[src/hdl/pmo_pkg.sv]
// Constants, field layouts and state types of the power-management option registers
//   Function
// - Enabled detector sets the read-only supply-drop flag, bit 7 of status one.
// - Writing one to the drop acknowledge clears the flag; zero does nothing; reads zero.
// - With the drop interrupt enable set, request an interrupt while the flag is set.
// - With reset enable and detector enabled, a set flag forces a system reset.
// - Stop enable keeps detection running in stop mode; zero disables it there.
// - Detector enable off makes flag, reset and stop behaviour of detector inactive.
// - Bit 0 of status one switches the internal reference buffer on or off.
// - Warning flag sets when supply is below warning level and stays set afterwards.
// - Warning acknowledge clears the warning flag only once the warning is gone.
// - Drop trip select takes only the first write after power-on; others keep it.
// - Warning trip select picks low or high; power-on clears it, other resets keep it.
// - Recovery flag reads one right after leaving partial power down stop.
// - Writing one to the recovery acknowledge, bit 2, clears the recovery flag.
// - Deep stop select writable once per reset; zero retained logic, one power down.
// - Watchdog clock select writable once per reset; picks 1 kHz clock or bus clock.
// - Timer routing picks one shared external clock or three separate timer clocks.
package pmo_pkg;

  // ----------------------------------------
  // Register byte offsets
  // ----------------------------------------
  localparam logic [11:0] PMO_PS1_OFS = 12'h000;
  localparam logic [11:0] PMO_PS2_OFS = 12'h004;
  localparam logic [11:0] PMO_OPT2_OFS = 12'h008;
  localparam logic [11:0] PMO_ISTAT_OFS = 12'h00C;
  localparam logic [11:0] PMO_IMASK_OFS = 12'h010;

  // ----------------------------------------
  // Field positions
  // ----------------------------------------
  localparam int PMO_PS1_FLAG = 7;
  localparam int PMO_PS1_ACK = 6;
  localparam int PMO_PS1_IRQEN = 5;
  localparam int PMO_PS1_RSTEN = 4;
  localparam int PMO_PS1_STOPEN = 3;
  localparam int PMO_PS1_DETEN = 2;
  localparam int PMO_PS1_RSVD = 1;
  localparam int PMO_PS1_REFBUF = 0;
  localparam int PMO_PS2_WFLAG = 7;
  localparam int PMO_PS2_WACK = 6;
  localparam int PMO_PS2_DTRIP = 5;
  localparam int PMO_PS2_WTRIP = 4;
  localparam int PMO_PS2_RFLAG = 3;
  localparam int PMO_PS2_RACK = 2;
  localparam int PMO_PS2_DSEL = 0;
  localparam int PMO_OPT2_WDOG = 7;
  localparam int PMO_OPT2_ROUTE = 3;
  localparam int PMO_EV_DROP = 0;
  localparam int PMO_EV_WARN = 1;
  localparam int PMO_EV_RECOV = 2;
  localparam int PMO_EV_N = 3;

  // ----------------------------------------
  // State types and reset values
  // ----------------------------------------
  typedef struct packed {
    logic [2:0] drop_sync;
    logic [2:0] warn_sync;
    logic drop_lvl;
    logic warn_lvl;
    logic supply_drop_flag;
    logic supply_drop_irq_en;
    logic supply_drop_reset_en;
    logic supply_drop_stop_en;
    logic supply_drop_detect_en;
    logic reference_buffer_en;
    logic supply_warning_flag;
    logic deep_stop_recovery_flag;
    logic deep_stop_select;
    logic deep_stop_lock;
    logic watchdog_clock_select;
    logic watchdog_lock;
    logic timer_clock_routing;
    logic [PMO_EV_N-1:0] irq_stat;
    logic [PMO_EV_N-1:0] irq_mask;
    logic [31:0] rdata;
  } pmo_state_s;

  typedef struct packed {
    logic drop_trip_select;
    logic drop_trip_lock;
    logic warning_trip_select;
  } pmo_por_s;

  localparam pmo_state_s PMO_STATE_RST = '0;
  localparam pmo_por_s PMO_POR_RST = '0;

endpackage

[src/hdl/pmo_regs.sv]
// Power-management status, control and option registers with an APB slave
`timescale 1ns/1ns
module pmo_regs
  import pmo_pkg::*;
#(
  parameter int ADDR_W = 12
) (
  // Clock, resets and clock enable
  input wire logic pclk,
  input wire logic presetn,
  input wire logic power_on_rst_n,
  input wire logic clk_en,
  // APB slave
  input wire logic psel,
  input wire logic penable,
  input wire logic pwrite,
  input wire logic [ADDR_W-1:0] paddr,
  input wire logic [31:0] pwdata,
  input wire logic [3:0] pstrb,
  output logic [31:0] prdata,
  output logic pready,
  output logic pslverr,
  // Comparators and power controller
  input wire logic supply_drop_raw,
  input wire logic supply_warning_raw,
  input wire logic stop_mode,
  input wire logic deep_stop_exit,
  // Supply-drop and warning detector controls
  output logic supply_drop_irq,
  output logic system_reset_req,
  output logic drop_detector_on,
  output logic reference_buffer_en,
  output logic drop_trip_select,
  output logic warning_trip_select,
  // Stop mode, watchdog and timer options
  output logic deep_stop_select,
  output logic watchdog_clock_select,
  output logic timer_clock_routing,
  // Summary interrupt
  output logic irq
);

  // ----------------------------------------
  // Parameter check
  // ----------------------------------------
  if (ADDR_W < 5 || ADDR_W > 32) begin : g_addr_chk
    $error("ADDR_W must lie between 5 and 32");
  end

  // ----------------------------------------
  // State
  // ----------------------------------------
  pmo_state_s st_reg;
  pmo_state_s st_next;
  pmo_por_s por_reg;
  pmo_por_s por_next;

  // ----------------------------------------
  // Bus decode
  // ----------------------------------------
  logic acc;
  logic setup;
  logic hit_ps1;
  logic hit_ps2;
  logic hit_opt2;
  logic hit_istat;
  logic hit_imask;
  logic mapped;
  logic wr_en;
  logic [7:0] wd;
  logic [31:0] rd_val;
  logic det_ok;
  logic drop_set;
  logic warn_set;
  logic [PMO_EV_N-1:0] ev;

  assign acc = psel & penable;
  assign setup = psel & ~penable;
  assign hit_ps1 = paddr == ADDR_W'(PMO_PS1_OFS);
  assign hit_ps2 = paddr == ADDR_W'(PMO_PS2_OFS);
  assign hit_opt2 = paddr == ADDR_W'(PMO_OPT2_OFS);
  assign hit_istat = paddr == ADDR_W'(PMO_ISTAT_OFS);
  assign hit_imask = paddr == ADDR_W'(PMO_IMASK_OFS);
  assign mapped = hit_ps1 | hit_ps2 | hit_opt2 | hit_istat | hit_imask;
  // Registers are one byte wide, so only lane 0 carries a write
  assign wr_en = acc & pwrite & clk_en & pstrb[0] & mapped;
  assign wd = pwdata[7:0];

  // Zero wait states; a frozen clock enable stalls the access phase
  assign pready = clk_en;
  assign pslverr = acc & ~mapped;
  assign prdata = st_reg.rdata;

  // ----------------------------------------
  // Detector qualification and events
  // ----------------------------------------
  // Stop mode gates detection unless the stop enable keeps it alive
  assign det_ok = st_reg.supply_drop_detect_en & (~stop_mode | st_reg.supply_drop_stop_en);
  assign drop_set = det_ok & st_reg.drop_lvl;
  // A warning level held across reset sets the flag on the first filtered sample
  assign warn_set = st_reg.warn_lvl;

  always_comb begin
    ev = '0;
    ev[PMO_EV_DROP] = drop_set;
    ev[PMO_EV_WARN] = warn_set;
    ev[PMO_EV_RECOV] = deep_stop_exit;
  end

  // ----------------------------------------
  // Read multiplexer
  // ----------------------------------------
  always_comb begin
    rd_val = '0;
    if (hit_ps1) begin
      rd_val[PMO_PS1_FLAG] = st_reg.supply_drop_flag;
      rd_val[PMO_PS1_IRQEN] = st_reg.supply_drop_irq_en;
      rd_val[PMO_PS1_RSTEN] = st_reg.supply_drop_reset_en;
      rd_val[PMO_PS1_STOPEN] = st_reg.supply_drop_stop_en;
      rd_val[PMO_PS1_DETEN] = st_reg.supply_drop_detect_en;
      rd_val[PMO_PS1_REFBUF] = st_reg.reference_buffer_en;
    end else if (hit_ps2) begin
      // Acknowledge bits and bit 1 stay at zero
      rd_val[PMO_PS2_WFLAG] = st_reg.supply_warning_flag;
      rd_val[PMO_PS2_DTRIP] = por_reg.drop_trip_select;
      rd_val[PMO_PS2_WTRIP] = por_reg.warning_trip_select;
      rd_val[PMO_PS2_RFLAG] = st_reg.deep_stop_recovery_flag;
      rd_val[PMO_PS2_DSEL] = st_reg.deep_stop_select;
    end else if (hit_opt2) begin
      rd_val[PMO_OPT2_WDOG] = st_reg.watchdog_clock_select;
      rd_val[PMO_OPT2_ROUTE] = st_reg.timer_clock_routing;
    end else if (hit_istat) begin
      rd_val[PMO_EV_N-1:0] = st_reg.irq_stat;
    end else if (hit_imask) begin
      rd_val[PMO_EV_N-1:0] = st_reg.irq_mask;
    end
  end

  // ----------------------------------------
  // Next state
  // ----------------------------------------
  always_comb begin
    st_next = st_reg;
    por_next = por_reg;
    if (clk_en) begin
      // Three-stage pin synchronisers; a level counts once stages two and three agree
      st_next.drop_sync = {st_reg.drop_sync[1:0], supply_drop_raw};
      st_next.warn_sync = {st_reg.warn_sync[1:0], supply_warning_raw};
      if (st_reg.drop_sync[1] == st_reg.drop_sync[2]) begin
        st_next.drop_lvl = st_reg.drop_sync[2];
      end
      if (st_reg.warn_sync[1] == st_reg.warn_sync[2]) begin
        st_next.warn_lvl = st_reg.warn_sync[2];
      end

      // Status one: reserved bit 1 is never stored
      if (wr_en && hit_ps1) begin
        st_next.supply_drop_irq_en = wd[PMO_PS1_IRQEN];
        st_next.supply_drop_reset_en = wd[PMO_PS1_RSTEN];
        st_next.supply_drop_stop_en = wd[PMO_PS1_STOPEN];
        st_next.supply_drop_detect_en = wd[PMO_PS1_DETEN];
        st_next.reference_buffer_en = wd[PMO_PS1_REFBUF];
        if (wd[PMO_PS1_ACK]) begin
          st_next.supply_drop_flag = 1'b0;
        end
      end
      // Set after clear so a same-cycle event survives the acknowledge
      if (drop_set) begin
        st_next.supply_drop_flag = 1'b1;
      end

      // Status two
      if (wr_en && hit_ps2) begin
        if (wd[PMO_PS2_WACK] && !st_reg.warn_lvl) begin
          st_next.supply_warning_flag = 1'b0;
        end
        if (!por_reg.drop_trip_lock) begin
          por_next.drop_trip_select = wd[PMO_PS2_DTRIP];
          por_next.drop_trip_lock = 1'b1;
        end
        por_next.warning_trip_select = wd[PMO_PS2_WTRIP];
        if (wd[PMO_PS2_RACK]) begin
          st_next.deep_stop_recovery_flag = 1'b0;
        end
        if (!st_reg.deep_stop_lock) begin
          st_next.deep_stop_select = wd[PMO_PS2_DSEL];
          st_next.deep_stop_lock = 1'b1;
        end
      end
      if (warn_set) begin
        st_next.supply_warning_flag = 1'b1;
      end
      if (deep_stop_exit) begin
        st_next.deep_stop_recovery_flag = 1'b1;
      end

      // System options
      if (wr_en && hit_opt2) begin
        if (!st_reg.watchdog_lock) begin
          st_next.watchdog_clock_select = wd[PMO_OPT2_WDOG];
          st_next.watchdog_lock = 1'b1;
        end
        st_next.timer_clock_routing = wd[PMO_OPT2_ROUTE];
      end

      // Interrupt status: write one to clear, events win
      if (wr_en && hit_istat) begin
        st_next.irq_stat = st_reg.irq_stat & ~wd[PMO_EV_N-1:0];
      end
      st_next.irq_stat = st_next.irq_stat | ev;
      if (wr_en && hit_imask) begin
        st_next.irq_mask = wd[PMO_EV_N-1:0];
      end

      // Read data is caught in the setup cycle and shown in the access phase
      if (setup) begin
        st_next.rdata = rd_val;
      end
    end
  end

  // ----------------------------------------
  // Registers
  // ----------------------------------------
  always_ff @(posedge pclk or negedge presetn) begin
    if (!presetn) begin
      st_reg <= PMO_STATE_RST;
    end else begin
      st_reg <= st_next;
    end
  end

  // Trip selects survive every reset except power-on
  always_ff @(posedge pclk or negedge power_on_rst_n) begin
    if (!power_on_rst_n) begin
      por_reg <= PMO_POR_RST;
    end else begin
      por_reg <= por_next;
    end
  end

  // ----------------------------------------
  // Outputs
  // ----------------------------------------
  assign supply_drop_irq = st_reg.supply_drop_flag & st_reg.supply_drop_irq_en;
  // Level request; the reset it causes clears the flag and so ends it
  assign system_reset_req = st_reg.supply_drop_flag & st_reg.supply_drop_reset_en
                            & st_reg.supply_drop_detect_en;
  assign drop_detector_on = det_ok;
  assign reference_buffer_en = st_reg.reference_buffer_en;
  assign drop_trip_select = por_reg.drop_trip_select;
  assign warning_trip_select = por_reg.warning_trip_select;
  assign deep_stop_select = st_reg.deep_stop_select;
  assign watchdog_clock_select = st_reg.watchdog_clock_select;
  assign timer_clock_routing = st_reg.timer_clock_routing;
  assign irq = |(st_reg.irq_stat & st_reg.irq_mask);
endmodule

[config.mk]
export PLATFORM = sky130hd
export DESIGN_NAME = pmo_regs
export DESIGN_NICKNAME = d
export VERILOG_FILES = /design/src/hdl/pmo_pkg.sv /design/src/hdl/pmo_regs.sv
export SDC_FILE = /design/constraint.sdc
export NUM_CORES = 1
export LEC_CHECK = 0
export ABC_CLOCK_PERIOD_IN_PS = 1100
export BUFFER_PORTS_ARGS = -buffer_cell sky130_fd_sc_hd__buf_2
export CORE_AREA = 10 10 82 84
export CTS_CLUSTER_SIZE = 20
export DETAILED_ROUTE_END_ITERATION = 7
export DIE_AREA = 0 0 92 94
export PLACE_DENSITY = 0.83
export SETUP_SLACK_MARGIN = 0.05
export SYNTH_ARGS = -nofsm -noshare
export SYNTH_HDL_FRONTEND = slang
export SYNTH_SLANG_ARGS = --single-unit
[constraint.sdc]
create_clock -name pclk -period 1.1 [get_ports pclk]
set_input_delay 0.055 -clock pclk [delete_from_list [all_inputs] [get_ports pclk]]
set_output_delay 0.055 -clock pclk [all_outputs]
set_load 0.05 [all_outputs]
==> metrics <==
vias in the first global route=1,977; fill cell instance count of the final layout=389; part of the Yosys area used for sequential elements=45.1%; wire length of the first global-routing pass=9690 um; Total GRT Usage=13.7%; list of cells traversed by the critical path=buf_6, or4_4, or4_4, or3_4, o21ai_1; r2r endpoint=prdata[2]$_DFFE_PN0P_; number of nets in the layout=362; total count of max-transition violations in the final report=0; critical path's slowest cell=sky130_fd_sc_hd__or4_4; Max rail drop VDD=0.848 mV; layout cell share with drive strength beyond 1=55.9%; combined buffer and inverter count along the critical path=1; number of iterations in the first detailed-routing pass=4; nature of the critical path endpoint=register; Tot Pwr=3.55 mW; placement-stage cell area=2610 um^2; kind of cell adding the most delay to the critical path=simple AND/OR/NAND/NOR gates; number of cells produced by synthesis=196; critical path startpoint category=input port; starting density of the core=40.5%; Hold Vio Cnt, Final=0; status=finished with violations; via density per instance=4.93; async set-reset flop share out of synthesis=100%; Req. time, crit path=1.32 ns; number of violations of the max-capacitance limit=0; routed via count=1,845; n_diodes=0; violations in the final reports=setup timing; placeable core region=5070 um^2; Hold Crit Endpoint=warning_trip_select$_DFFE_PN0P_; kind of critical path=in -> reg; met1 usage=14.1%; Die W=92 um; flip-flop count of the largest register after layout=22; summed instance area of the synthesized netlist=2050 um^2; total detailed-routing wirelength=6120 um; largest clock skew in the final design=0.00629 ns; CP peak stage delay=0.53 ns; area added between synthesis and finish=56.9%; Clk pin slew, worst setup/hold paths=0.07 ns; global route overflow=0; busiest layer in global routing=met2; FF+latch count, synth=37; TritonCTS sink count=37; TritonCTS clock tree=done; leakage power summed over all cells=1.55 nW; post-layout worst setup margin=-0.459 ns; Most common cell on crit path=sky130_fd_sc_hd__or4_4; residual antenna-violating net count after detailed routing=0; Period Utilization, post-route=142%; top cell type's share of synthesized area=45.1%; DIE AREA=8650 um^2; number of flops mapped to enable cells by yosys=0; worst hold path startpoint=pwdata[4]; most common flop cell mapped by yosys=sky130_fd_sc_hd__dfrtp_1; critical register-to-register path startpoint=st_reg[46]$_DFFE_PN0P_; path depth of the worst reg2reg path=4; most repeated cell in the gate-level netlist after synthesis=sky130_fd_sc_hd__dfrtp_1; Final GP Congestion=0.846; footprint of the flip-flops and latches=927 um^2; drt drc=0; height of the die=94 um; Final Setup Violations=29; routing usage on met3=5.76%; Avg Inst Size Synth=10.5 um^2; number of placed I/O pins=103; main area contributors after synthesis=sky130_fd_sc_hd__dfrtp_1, sky130_fd_sc_hd__buf_4, sky130_fd_sc_hd__mux2_2; Fmax=642 MHz; number of warnings printed during yosys synthesis=0; source-to-sink clock delay at the later pin of the worst-skew pair=0.30 ns; power density relative to cell area=1100 nW/um^2; antenna violations before repair=0; routed len/inst=16.4 um; Clock H-tree levels=2; data arrival time of the worst path=1.78 ns; Root Driver=sky130_fd_sc_hd__clkbuf_8; leading post-synthesis cells by instance count=sky130_fd_sc_hd__dfrtp_1, sky130_fd_sc_hd__buf_4, sky130_fd_sc_hd__mux2_2, sky130_fd_sc_hd__nand2_1; buffers from clock root to sink, at most=2; IO buf count=50; unrepaired setup endpoints after global routing=true; Worst Path Max Fanout=4; Yosys top cell by area=sky130_fd_sc_hd__dfrtp_1; number of design-rule violations left by the first detailed-router iteration=101; count of different cell masters after synthesis=41; worst hold path cell count=2; met2 capacity usage during global routing=24.6%; post-detailed-placement half-perimeter wirelength=4420 um; clock buffers created by TritonCTS=5; placement row count=26; Post-Layout Inst Area=3220 um^2; final critical path time including I/O delays and setup=1.56 ns; setup slack on the worst flop-to-flop path=-0.06 ns; footprint of the multi-input gates=1190 um^2; maximum number of pins on one net before global-route repair=35; worst hold path class=in -> reg
==> worst register-to-register path, delay by kind of cell, from the launching register on <==
family | cells | cell delay [ns]
buffers and inverters | 1 | 0.15
multiplexers | 1 | 0.26
flip-flops | 1 | 0.41
AO/OA/AOI/OAI | 2 | 0.23
==> per-layer routing <==
layer / vias up / part of all wire (%) / wire length [um]
met4: 0 / 1.8 / 108
met5: - / 0 / 0
li1: 868 / - / -
met2: 63 / 52 / 3210
met3: 10 / 8.1 / 497
met1: 904 / 38 / 2310
==> cell type report <==
class                   count  share of cell area [%]
well taps                  70                    2.72
clock inverters             3                    2.02
clock buffers               5                    2.14
repair buffers            114                    27.1
multi-input cells         143                    37.0
flip-flops and latches     37                    28.8
inverters                   2                   0.233
==> power breakdown <==
part	internal, mW	total [mW]	switching, mW
Clock	0.901	1.41	0.513
Combinational	0.247	0.661	0.414
Sequential	1.42	1.48	0.0639
==> cells by family after synthesis <==
| logic type | after synthesis | share of synthesized area, % |
|---|---|---|
| muxes | 24 | 12.9 |
| buffers and inverters | 40 | 13.3 |
| DFF | 37 | 45.1 |
| other | 1 | 0.183 |
| and+or+nand+nor | 62 | 18.2 |
| AOI/OAI and AO/OA | 32 | 10.3 |
==> stage by stage <==
step / util, % / hold slack, ns / setup TNS [ns] / worst slack [ns] / instances
after floorplan: - / -0.241 / -7.18 / -0.645 / 220
after global placement: 51.4 / -0.148 / -13.88 / -0.770 / 346
after detailed placement: 51.4 / -0.145 / -14.62 / -0.825 / 346
after CTS: 60.7 / 0.00306 / -5.47 / -0.444 / 370
after global routing: 63.5 / 0.00807 / -7.69 / -0.485 / 374
final: 63.5 / 0.00891 / -5.91 / -0.459 / 374
==> timing repair <==
item,4_1_cts,5_1_grt
pin swaps,21,9
setup buffers,10,5
setup endpoints to repair,32,38
endpoints found under the hold margin,42,0
gates resized for setup,45,24
hold buffers,7,0
==> layout by cell type, fill, tap and decap left out, drive strengths merged, types with 3 or more instances in the layout <==
| master | instances |
|---|---|
| a31oi | 5 |
| or2 | 4 |
| o21ai | 6 |
| dlygate4sd3 | 7 |
| nor2 | 8 |
| conb | 25 |
| nand4 | 3 |
| clkbuf | 7 |
| nand2b | 4 |
| buf | 105 |
| and3 | 4 |
| mux2i | 4 |
| a41oi | 3 |
| nand2 | 12 |
| nand3 | 6 |
| mux2 | 20 |
| dfrtp | 37 |
| nor3 | 3 |
| nor4 | 5 |
| a21oi | 8 |
| and2 | 3 |
==> how the worst max path moves through the flow <==
stage               slack (ns)  cells after the start                           endpoint      start
floorplan                -0.65                      4  watchdog_clock_select$_DFFE_PN0P_   paddr[6]
global route             -0.48                      5              prdata[3]$_DFFE_PN0P_  paddr[10]
CTS                      -0.44                      5              prdata[3]$_DFFE_PN0P_  paddr[10]
detailed placement       -0.82                      5  watchdog_clock_select$_DFFE_PN0P_   paddr[6]
global placement         -0.77                      5  watchdog_clock_select$_DFFE_PN0P_   paddr[6]
finish                   -0.46                      5              prdata[5]$_DFFE_PN0P_  paddr[10]
Power figures use the tool's default switching activity.
